$ cat src/rtl/unused_placeholder_never.sv
// Empty guard file intentionally omitted
`timescale 1ns/100ps
`default_nettype none
`default_nettype wire
$ cat src/rtl/pwos_pkg.sv
// Constants, register map and carrier types of the pulse-width output block
package pwos_pkg;

	// =====================================================================
	// Widths and clock
	// =====================================================================
	localparam int unsigned PWOS_ADDR_W = 6;
	localparam int unsigned PWOS_DATA_W = 32;
	localparam int unsigned PWOS_PH_W = 24;
	localparam int unsigned PWOS_CNT_W = 32;
	localparam int unsigned PWOS_IRQ_W = 4;
	localparam longint unsigned PWOS_CLK_HZ = 64'd125000000;

	// =====================================================================
	// Output frequencies in units of 0.01 Hz, and period counts derived from them
	// =====================================================================
	localparam longint unsigned PWOS_FREQ0_CHZ = 64'd1144;
	localparam longint unsigned PWOS_FREQ1_CHZ = 64'd4578;
	localparam longint unsigned PWOS_FREQ2_CHZ = 64'd36620;
	localparam longint unsigned PWOS_CHZ_PER_HZ = 64'd100;
	localparam logic [23:0] PWOS_PERIOD_CYC0 = 24'((PWOS_CLK_HZ * PWOS_CHZ_PER_HZ) / PWOS_FREQ0_CHZ);
	localparam logic [23:0] PWOS_PERIOD_CYC1 = 24'((PWOS_CLK_HZ * PWOS_CHZ_PER_HZ) / PWOS_FREQ1_CHZ);
	localparam logic [23:0] PWOS_PERIOD_CYC2 = 24'((PWOS_CLK_HZ * PWOS_CHZ_PER_HZ) / PWOS_FREQ2_CHZ);

	// =====================================================================
	// Register indices; byte address is four times the index
	// =====================================================================
	localparam logic [3:0] PWOS_IDX_RUN = 4'h0;
	localparam logic [3:0] PWOS_IDX_DONE = 4'h1;
	localparam logic [3:0] PWOS_IDX_OVF = 4'h2;
	localparam logic [3:0] PWOS_IDX_FREQ = 4'h3;
	localparam logic [3:0] PWOS_IDX_DUTY = 4'h4;
	localparam logic [3:0] PWOS_IDX_CNTEN = 4'h5;
	localparam logic [3:0] PWOS_IDX_PRE_HI = 4'h6;
	localparam logic [3:0] PWOS_IDX_PRE_LO = 4'h7;
	localparam logic [3:0] PWOS_IDX_CUR_HI = 4'h8;
	localparam logic [3:0] PWOS_IDX_CUR_LO = 4'h9;
	localparam logic [3:0] PWOS_IDX_ERR = 4'hA;
	localparam logic [3:0] PWOS_IDX_IRQ_ST = 4'hB;
	localparam logic [3:0] PWOS_IDX_IRQ_MASK = 4'hC;

	// =====================================================================
	// Field limits, error codes, interrupt bits, reset values
	// =====================================================================
	localparam logic [15:0] PWOS_FCODE_MAX = 16'h0002;
	localparam logic [15:0] PWOS_DUTY_MIN = 16'h0001;
	localparam logic [15:0] PWOS_DUTY_MAX = 16'h0064;
	localparam logic [31:0] PWOS_PCT_DIV = 32'h00000064;
	localparam logic [15:0] PWOS_CNTEN_ON = 16'h0001;
	localparam logic [31:0] PWOS_PRESET_MIN = 32'h00000001;
	localparam logic [31:0] PWOS_PRESET_MAX = 32'h05F5E100;
	localparam logic [2:0] PWOS_ERR_NONE = 3'h0;
	localparam logic [2:0] PWOS_ERR_FREQ = 3'h1;
	localparam logic [2:0] PWOS_ERR_DUTY = 3'h2;
	localparam logic [2:0] PWOS_ERR_CNTEN = 3'h3;
	localparam logic [2:0] PWOS_ERR_PRESET = 3'h4;
	localparam logic [2:0] PWOS_ERR_CONT = 3'h5;
	localparam int unsigned PWOS_IRQ_START = 0;
	localparam int unsigned PWOS_IRQ_DONE = 1;
	localparam int unsigned PWOS_IRQ_OVF = 2;
	localparam int unsigned PWOS_IRQ_ERR = 3;
	localparam logic [15:0] PWOS_WORD_RST = 16'h0000;
	localparam logic [3:0] PWOS_IRQ_RST = 4'h0;

	// =====================================================================
	// Types
	// =====================================================================
	typedef enum logic {PWOS_IDLE, PWOS_RUN} pwos_fsm_t;

	typedef struct packed {
		logic read;
		logic write;
		logic [5:0] address;
		logic [31:0] writedata;
		logic [3:0] byteenable;
	} pwos_avs_req_t;

	typedef struct packed {
		logic waitrequest;
		logic [31:0] readdata;
	} pwos_avs_rsp_t;

	typedef struct packed {
		pwos_fsm_t fsm;
		logic sync1;
		logic sync2;
		logic sync3;
		logic start_lvl;
		logic counted;
		logic [23:0] period;
		logic [23:0] phase;
		logic [23:0] high_len;
		logic [31:0] count;
		logic [15:0] fcode;
		logic [15:0] duty;
		logic [15:0] cnten;
		logic [15:0] pre_hi;
		logic [15:0] pre_lo;
		logic [2:0] err;
		logic run;
		logic done;
		logic ovf;
		logic pulse;
		logic [3:0] irq_st;
		logic [3:0] irq_mask;
		logic irq;
		logic wait_req;
		logic [31:0] rdata;
	} pwos_state_t;

endpackage

$ cat src/rtl/pwos_top.sv
// Pulse-width output generator with pulse counting, status flags and Avalon-MM registers
//
// The Avalon-MM register port is this design's own decision.
`timescale 1ns/100ps
`default_nettype none
// Operation
// - Running flag is high while pulsing; drops on start low, finished count or overflow.
// - Done flag rises when a counted run finishes or pulsing is stopped.
// - Done flag clears when start is asserted.
// - Overflow flag rises when a counted run emitted more pulses than preset.
// - Overflow flag clears when start is asserted.
// - On the continuous-only variant the overflow flag stays zero.
// - Running, done, overflow read as bit 0 of three consecutive read-only words; done and overflow can both be set.
// - Start begins pulses at the coded frequency with high time from duty.
// - Counted run stops at preset, drops running and raises done.
// - Start low stops pulsing at once, drops running, raises done.
// - A rewritten duty applies from the next period without stopping.
// - Count enable one means counted run; zero means run while start high.
// - Duty 1 to 100 sets high time as that percent of period.
// - Frequency code 0 to 2 picks one of three rates, higher is faster.
// - Control words are checked at start; code 0 to 5 names first fault.
// - Preset is a 32-bit high/low word pair, valid 1 to 100,000,000.
module pwos_top #(
	parameter bit COUNT_CAPABLE = 1'b1,
	parameter logic [23:0] PERIOD_CYC0 = pwos_pkg::PWOS_PERIOD_CYC0,
	parameter logic [23:0] PERIOD_CYC1 = pwos_pkg::PWOS_PERIOD_CYC1,
	parameter logic [23:0] PERIOD_CYC2 = pwos_pkg::PWOS_PERIOD_CYC2
) (
	input wire logic sys_clk_in,
	input wire logic resetn_in,
	input wire logic ce_in,
	input wire logic start_pin_in,
	input wire pwos_pkg::pwos_avs_req_t avs_req_in,
	output var pwos_pkg::pwos_avs_rsp_t avs_rsp_out,
	output logic pulse_pin_out,
	output logic running_out,
	output logic done_out,
	output logic overflow_out,
	output logic irq_out
);
	import pwos_pkg::*;

	pwos_state_t st_reg;
	pwos_state_t st_next;
	logic start_new;
	logic start_rise;
	logic start_fall;
	logic [31:0] preset;
	logic [23:0] period_sel;
	logic [2:0] err_code;
	logic phase_end;
	logic [31:0] cnt_inc;
	logic [3:0] rd_idx;
	logic [31:0] rd_mux;
	logic bus_done;

	// =====================================================================
	// Helpers
	// =====================================================================
	// High time for a period; duty above 100 is clamped so a bad rewrite stays bounded
	function automatic logic [23:0] high_of(input logic [23:0] per, input logic [15:0] duty);
		logic [6:0] d;
		logic [31:0] prod;
		d = (duty > PWOS_DUTY_MAX) ? PWOS_DUTY_MAX[6:0] : duty[6:0];
		prod = 32'(per) * 32'(d);
		return 24'(prod / PWOS_PCT_DIV);
	endfunction

	// Byte-lane merge of a 16-bit word
	function automatic logic [15:0] lane_merge(input logic [15:0] old, input logic [31:0] wd,
		input logic [3:0] be);
		logic [15:0] r;
		r = old;
		if (be[0]) begin
			r[7:0] = wd[7:0];
		end
		if (be[1]) begin
			r[15:8] = wd[15:8];
		end
		return r;
	endfunction

	// =====================================================================
	// Start synchroniser and edges
	// =====================================================================
	// Level is accepted once the second and third stages agree
	assign start_new = (st_reg.sync2 == st_reg.sync3) ? st_reg.sync3 : st_reg.start_lvl;
	assign start_rise = start_new & ~st_reg.start_lvl;
	assign start_fall = ~start_new & st_reg.start_lvl;

	// =====================================================================
	// Control word decode and validation
	// =====================================================================
	assign preset = {st_reg.pre_hi, st_reg.pre_lo};
	assign phase_end = (st_reg.phase == (st_reg.period - 24'h000001));
	assign cnt_inc = st_reg.count + 32'h00000001;
	assign rd_idx = avs_req_in.address[5:2];
	assign bus_done = (avs_req_in.read | avs_req_in.write) & ~st_reg.wait_req;

	// Frequency code picks the period, higher code shorter period
	always_comb begin
		if (st_reg.fcode == 16'h0002) begin
			period_sel = PERIOD_CYC2;
		end else if (st_reg.fcode == 16'h0001) begin
			period_sel = PERIOD_CYC1;
		end else begin
			period_sel = PERIOD_CYC0;
		end
	end

	// First faulty field wins
	always_comb begin
		if (st_reg.fcode > PWOS_FCODE_MAX) begin
			err_code = PWOS_ERR_FREQ;
		end else if (st_reg.duty < PWOS_DUTY_MIN || st_reg.duty > PWOS_DUTY_MAX) begin
			err_code = PWOS_ERR_DUTY;
		end else if (st_reg.cnten > PWOS_CNTEN_ON) begin
			err_code = PWOS_ERR_CNTEN;
		end else if (!COUNT_CAPABLE && st_reg.cnten == PWOS_CNTEN_ON) begin
			err_code = PWOS_ERR_CONT;
		end else if (st_reg.cnten == PWOS_CNTEN_ON &&
			(preset < PWOS_PRESET_MIN || preset > PWOS_PRESET_MAX)) begin
			err_code = PWOS_ERR_PRESET;
		end else begin
			err_code = PWOS_ERR_NONE;
		end
	end

	// =====================================================================
	// Register read decode
	// =====================================================================
	// Flags sit in bit 0 of three consecutive words, unmapped reads give zero
	always_comb begin
		if (rd_idx == PWOS_IDX_RUN) begin
			rd_mux = {31'h00000000, st_reg.run};
		end else if (rd_idx == PWOS_IDX_DONE) begin
			rd_mux = {31'h00000000, st_reg.done};
		end else if (rd_idx == PWOS_IDX_OVF) begin
			rd_mux = {31'h00000000, st_reg.ovf};
		end else if (rd_idx == PWOS_IDX_FREQ) begin
			rd_mux = {16'h0000, st_reg.fcode};
		end else if (rd_idx == PWOS_IDX_DUTY) begin
			rd_mux = {16'h0000, st_reg.duty};
		end else if (rd_idx == PWOS_IDX_CNTEN) begin
			rd_mux = {16'h0000, st_reg.cnten};
		end else if (rd_idx == PWOS_IDX_PRE_HI) begin
			rd_mux = {16'h0000, st_reg.pre_hi};
		end else if (rd_idx == PWOS_IDX_PRE_LO) begin
			rd_mux = {16'h0000, st_reg.pre_lo};
		end else if (rd_idx == PWOS_IDX_CUR_HI) begin
			rd_mux = {16'h0000, st_reg.count[31:16]};
		end else if (rd_idx == PWOS_IDX_CUR_LO) begin
			rd_mux = {16'h0000, st_reg.count[15:0]};
		end else if (rd_idx == PWOS_IDX_ERR) begin
			rd_mux = {29'h00000000, st_reg.err};
		end else if (rd_idx == PWOS_IDX_IRQ_ST) begin
			rd_mux = {28'h0000000, st_reg.irq_st};
		end else if (rd_idx == PWOS_IDX_IRQ_MASK) begin
			rd_mux = {28'h0000000, st_reg.irq_mask};
		end else begin
			rd_mux = 32'h00000000;
		end
	end

	// =====================================================================
	// Next state
	// =====================================================================
	always_comb begin
		logic [3:0] ev;
		logic [23:0] hl;
		ev = 4'h0;
		hl = 24'h000000;
		st_next = st_reg;
		if (ce_in) begin
			// Three-stage pin synchroniser
			st_next.sync1 = start_pin_in;
			st_next.sync2 = st_reg.sync1;
			st_next.sync3 = st_reg.sync2;
			st_next.start_lvl = start_new;
			// Pulse engine
			case (st_reg.fsm)
				PWOS_IDLE: begin
					st_next.pulse = 1'b0;
					if (start_rise) begin
						st_next.done = 1'b0;
						st_next.ovf = 1'b0;
						st_next.err = err_code;
						st_next.count = 32'h00000000;
						if (err_code == PWOS_ERR_NONE) begin
							hl = high_of(period_sel, st_reg.duty);
							st_next.fsm = PWOS_RUN;
							st_next.run = 1'b1;
							st_next.counted = (st_reg.cnten == PWOS_CNTEN_ON);
							st_next.period = period_sel;
							st_next.phase = 24'h000000;
							st_next.high_len = hl;
							st_next.pulse = (hl != 24'h000000);
							ev[PWOS_IRQ_START] = 1'b1;
						end else begin
							ev[PWOS_IRQ_ERR] = 1'b1;
						end
					end
				end
				PWOS_RUN: begin
					if (start_fall) begin
						st_next.fsm = PWOS_IDLE;
						st_next.run = 1'b0;
						st_next.done = 1'b1;
						st_next.pulse = 1'b0;
						ev[PWOS_IRQ_DONE] = 1'b1;
					end else if (COUNT_CAPABLE && st_reg.counted && st_reg.count > preset) begin
						st_next.ovf = 1'b1;
						st_next.fsm = PWOS_IDLE;
						st_next.run = 1'b0;
						st_next.done = 1'b1;
						st_next.pulse = 1'b0;
						ev[PWOS_IRQ_OVF] = 1'b1;
						ev[PWOS_IRQ_DONE] = 1'b1;
					end else if (phase_end) begin
						st_next.count = cnt_inc;
						if (st_reg.counted && cnt_inc >= preset) begin
							st_next.fsm = PWOS_IDLE;
							st_next.run = 1'b0;
							st_next.done = 1'b1;
							st_next.pulse = 1'b0;
							ev[PWOS_IRQ_DONE] = 1'b1;
						end else begin
							// Live duty taken only at a period boundary
							hl = high_of(st_reg.period, st_reg.duty);
							st_next.phase = 24'h000000;
							st_next.high_len = hl;
							st_next.pulse = (hl != 24'h000000);
						end
					end else begin
						st_next.phase = st_reg.phase + 24'h000001;
						st_next.pulse = ((st_reg.phase + 24'h000001) < st_reg.high_len);
					end
				end
				default: begin
					st_next.fsm = PWOS_IDLE;
					st_next.pulse = 1'b0;
				end
			endcase
			// Avalon slave: one wait cycle, then answer
			if ((avs_req_in.read || avs_req_in.write) && st_reg.wait_req) begin
				st_next.wait_req = 1'b0;
				st_next.rdata = avs_req_in.read ? rd_mux : 32'h00000000;
			end else begin
				st_next.wait_req = 1'b1;
			end
			if (bus_done && avs_req_in.write) begin
				if (rd_idx == PWOS_IDX_FREQ) begin
					st_next.fcode = lane_merge(st_reg.fcode, avs_req_in.writedata,
						avs_req_in.byteenable);
				end else if (rd_idx == PWOS_IDX_DUTY) begin
					st_next.duty = lane_merge(st_reg.duty, avs_req_in.writedata,
						avs_req_in.byteenable);
				end else if (rd_idx == PWOS_IDX_CNTEN) begin
					st_next.cnten = lane_merge(st_reg.cnten, avs_req_in.writedata,
						avs_req_in.byteenable);
				end else if (rd_idx == PWOS_IDX_PRE_HI) begin
					st_next.pre_hi = lane_merge(st_reg.pre_hi, avs_req_in.writedata,
						avs_req_in.byteenable);
				end else if (rd_idx == PWOS_IDX_PRE_LO) begin
					st_next.pre_lo = lane_merge(st_reg.pre_lo, avs_req_in.writedata,
						avs_req_in.byteenable);
				end else if (rd_idx == PWOS_IDX_IRQ_MASK && avs_req_in.byteenable[0]) begin
					st_next.irq_mask = avs_req_in.writedata[3:0];
				end
			end
			// Sticky events, write one to clear, a new event beats the clear
			for (int i = 0; i < PWOS_IRQ_W; i++) begin
				if (bus_done && avs_req_in.write && rd_idx == PWOS_IDX_IRQ_ST &&
					avs_req_in.byteenable[0] && avs_req_in.writedata[i]) begin
					st_next.irq_st[i] = ev[i];
				end else begin
					st_next.irq_st[i] = st_reg.irq_st[i] | ev[i];
				end
			end
			st_next.irq = |(st_next.irq_st & st_next.irq_mask);
		end
	end

	// =====================================================================
	// State register
	// =====================================================================
	always_ff @(posedge sys_clk_in or negedge resetn_in) begin
		if (!resetn_in) begin
			st_reg <= '{fsm: PWOS_IDLE, period: PERIOD_CYC0, wait_req: 1'b1,
				irq_st: PWOS_IRQ_RST, irq_mask: PWOS_IRQ_RST, fcode: PWOS_WORD_RST,
				duty: PWOS_WORD_RST, cnten: PWOS_WORD_RST, pre_hi: PWOS_WORD_RST,
				pre_lo: PWOS_WORD_RST, default: '0};
		end else begin
			st_reg <= st_next;
		end
	end

	// Outputs straight from the state flops
	assign avs_rsp_out.waitrequest = st_reg.wait_req;
	assign avs_rsp_out.readdata = st_reg.rdata;
	assign pulse_pin_out = st_reg.pulse;
	assign running_out = st_reg.run;
	assign done_out = st_reg.done;
	assign overflow_out = st_reg.ovf;
	assign irq_out = st_reg.irq;
endmodule
`default_nettype wire

$ cat config.mk
export PLATFORM = sky130hd
export DESIGN_NAME = pwos_top
export DESIGN_NICKNAME = d
export VERILOG_FILES = /design/src/rtl/unused_placeholder_never.sv /design/src/rtl/pwos_pkg.sv /design/src/rtl/pwos_top.sv
export SDC_FILE = /design/constraint.sdc
export NUM_CORES = 2
export LEC_CHECK = 0
export ABC_AREA = 1
export BUFFER_PORTS_ARGS = -buffer_cell sky130_fd_sc_hd__buf_2
export CORE_ASPECT_RATIO = 2
export CORE_MARGIN = 2
export CORE_UTILIZATION = 35
export CTS_CLUSTER_DIAMETER = 150
export DETAILED_ROUTE_END_ITERATION = 7
export GPL_TIMING_DRIVEN = 1
export RECOVER_POWER = 50
export SLEW_MARGIN = 20
export SYNTH_ARGS = -nofsm -noshare
export SYNTH_HDL_FRONTEND = slang
export SYNTH_SLANG_ARGS = --single-unit
$ cat constraint.sdc
create_clock -name sys_clk_in -period 16.7 [get_ports sys_clk_in]
set_clock_uncertainty 0.1 [all_clocks]
set_input_delay 0.835 -clock sys_clk_in [delete_from_list [all_inputs] [get_ports sys_clk_in]]
set_output_delay 0.835 -clock sys_clk_in [all_outputs]
set_load 0.01 [all_outputs]
==> impl_metrics.py <==
metrics = {
    "run_status": {
        "status": "finished, violations left",
        "violations_in_the_final_reports": "capacitance limit, slew limit, setup timing",
    },
    "run": {
        "maxCapViolCount": 3,
    },
    "critical_path": {
        "critical-path-top-delay-family": "simple AND/OR/NAND/NOR gates",
        "cp_slowest_stage_delay_ps": 520,
        "crit_required_ps": 17040,
        "timing.critical_path.buf_inv": 22,
        "worstPathMaxFanout": 8,
        "cp_slowest_cell": "fa_1",
        "worstSetupEndpointType": "register",
        "startpoint": "st_reg[105]$_DFFE_PN0P_",
        "crit_path_start_kind": "register",
        "crit_type": "register to register",
        "r2r-start": "st_reg[105]$_DFFE_PN0P_",
        "worstPathArrival_ps": 17480,
        "cpMostUsedCell": "nand2_4",
    },
    "synthesis": {
        "share_of_synthesized_cell_area_in_full_adder_half_adder_and_majority_cells_pct": 19.3,
        "synth.avg_cell_area_um2": 6.76,
        "number_of_warnings_printed_during_yosys_synthesis": 0,
        "synth_xor_xnor_area_share_pct": 3.75,
        "synth_edf_count": 0,
        "synthFlopType": "dfrtp_1",
        "synth_top_area_share_pct": 16.1,
        "synth_top_family_by_area": "simple AND/OR/NAND/NOR gates",
        "synthArstFlopShare_pct": 100,
        "yosys-mux-area-fraction_pct": 0,
        "synth_largest_area_cell": "dfrtp_1",
        "post_synth_instance_area_mm2": 0.0313,
        "synth-compound-area-share_pct": 12.2,
        "cell_types_with_the_largest_area_share_after_synthesis": "dfrtp_1, nand2_1, inv_1, fa_1, ha_1",
        "ys_seq_elements": 205,
        "area_fraction_in_and_or_nand_and_nor_cells_after_synthesis_pct": 35.2,
        "ys_seq_area_share_pct": 16.4,
        "yosys.cell_types.count": 82,
        "syn_inst": 4620,
    },
    "cells_and_area": {
        "most-common-layout-cells": "nand2_1, inv_1, buf_4",
        "layout.cells.most_common": "nand2_1",
        "largest_register_ff_count": 151,
        "n_antenna_cell": 0,
        "layout.filler_cells": 8981,
        "nNetsFinal": 5748,
        "stdcell_count": 6504,
        "syn2layout_area_growth_pct": 29.8,
        "post_route_cells_drive_above_1_share_pct": 29.8,
    },
    "floorplanning": {
        "dieWidth_um": 215,
        "core.rowCount": 155,
        "die_area_mm2": 0.0918,
        "die-height_um": 427,
        "initial_core_util_pct": 35.2,
        "io-pin-count": 86,
        "placeableCoreArea_mm2": 0.0888,
    },
    "sta": {
        "worst_tran_pin_value_ps": 4590,
        "setup_slack_ps": -435,
        "hold_viol": 0,
        "timing.final.setup_violations": 3,
        "min_period_over_period_pct": 103,
        "max_transition_viols_final": 210,
        "grt_setup_unrepaired": "true",
        "maxSlewHeadroom_pct": -206,
        "post-route-min-period_ps": 17130,
        "timing.fmax_mhz": 58.4,
    },
    "placed_design": {
        "place.detailed.instances": 6370,
        "detailed_place_hpwl_mm": 80.6,
        "port_buffers": 49,
        "gp_congestion": 0.915,
    },
    "clock_network": {
        "htree_num_levels": 1,
        "ctsRootBufferMaster": "clkbuf_16",
        "clock_tree_from_tritoncts": "done",
        "clock_path_buffers": 3,
        "worst_setup_hold_path_clk_slew_ps": 60,
        "cts_buffers": 23,
        "clkSinkCount": 205,
        "clock_insertion_delay_worst_skew_ps": 580,
    },
    "routing": {
        "detail_route.iter0.violations": 1816,
        "routedWlPerCell_um": 15.1,
        "dr.pass1.iters": 6,
        "total_vias_in_the_final_route": 32300,
        "drt_wl_total_mm": 98.5,
        "routed_via_density": 4.96,
        "drt.antenna.violating_nets": 0,
        "drc_errors": 0,
    },
    "worst_hold_path": {
        "type_of_the_tightest_min_delay_check": "input pin to register",
        "hold_path_startpoint": "start_pin_in",
    },
    "global_route": {
        "grt_overflow": 0,
        "global_route_wire_length_before_repair_mm": 160,
        "number_of_antenna_violations_at_the_first_check_in_global_routing": 0,
        "first_global_vias": 31900,
        "track_usage_pct": 21.2,
        "grt_max_degree": 83,
    },
}
[cells in the mapped netlist (55+ instances only)]
cell      instances
ha_1            232
clkbuf_1         56
inv_1           858
nand2_4          55
dfrtp_1         201
inv_2            75
o22ai_1          83
nand4_1          88
nand2_1        1001
nand2_2         213
fa_1            157
o21ai_0         239
nand3_1         304
nor2_1          310
a21oi_1         146
xor2_1          105
[what timing repair did]
item	in CTS	in global routing
hold endpoints to repair	0	0
setup endpoints to repair	5	7
pin swaps	81	150
cloned	1	0
hold buffers	0	0
setup buffers	42	50
gates resized for setup	211	262
[through the flow]
step                      worst slack, ps  area [um2]  hold WS (ps)  util, %  setup TNS (ps)
after floorplan                       845       31300           342        -               0
after global placement               -553       37100           368     41.8           -1740
after detailed placement             -912       37100           365     41.8           -3200
after CTS                            -309       39200           175     44.1            -801
after global routing                -1730       40600           395     45.7           -7160
final                                -435       40600           369     45.7           -1200
[worst paths after layout]
path	slack, ps	depth (start not counted)	to
min reg2reg	380	2	st_reg[237]$_DFFE_PN0P_
max in group asynchronous	9540	2	st_reg[179]$_DFFE_PN0P_
min in group asynchronous	1790	1	st_reg[154]$_DFFE_PN0P_
min	370	3	st_reg[237]$_DFFE_PN0P_
max reg2reg	-430	143	st_reg[161]$_DFFE_PN0P_
max	-430	143	st_reg[161]$_DFFE_PN0P_
[layer usage]
metal	vias up	global-route usage (%)	part of all wire, %
met4	0	6.39	3.4
li1	16100	-	-
met5	-	0	0
met1	15300	27.2	43
met2	681	37.7	49
met3	134	1.62	4.4
[layout make-up]
| type | count | area (um2) | area share, % |
|---|---|---|---|
| clock buffers | 34 | 687 | 1.69 |
| inverters | 953 | 3610 | 8.91 |
| well taps | 1177 | 1470 | 3.63 |
| repair buffers | 741 | 5500 | 13.6 |
| flip-flops and latches | 205 | 5130 | 12.7 |
| clock inverters | 7 | 61.3 | 0.151 |
| multi-input cells | 3387 | 24100 | 59.4 |
[cell families after synthesis]
family                     after synthesis
adders and majority gates              389
xor gates and xnor gates               127
AOI/OAI and AO/OA                      644
DFF                                    205
and+or+nand+nor                       2208
buffers and inverters                 1045
other                                    2
[worst min-delay path, delay by kind of cell]
| family | cells | cell delay (ps) |
|---|---|---|
| AND/OR/NAND/NOR | 2 | 90 |
| buffers and inverters | 1 | 80 |
Power is left out: the tool's default activity adds up to more than one toggle a clock period on the data nets, which glitch-free logic cannot reach.
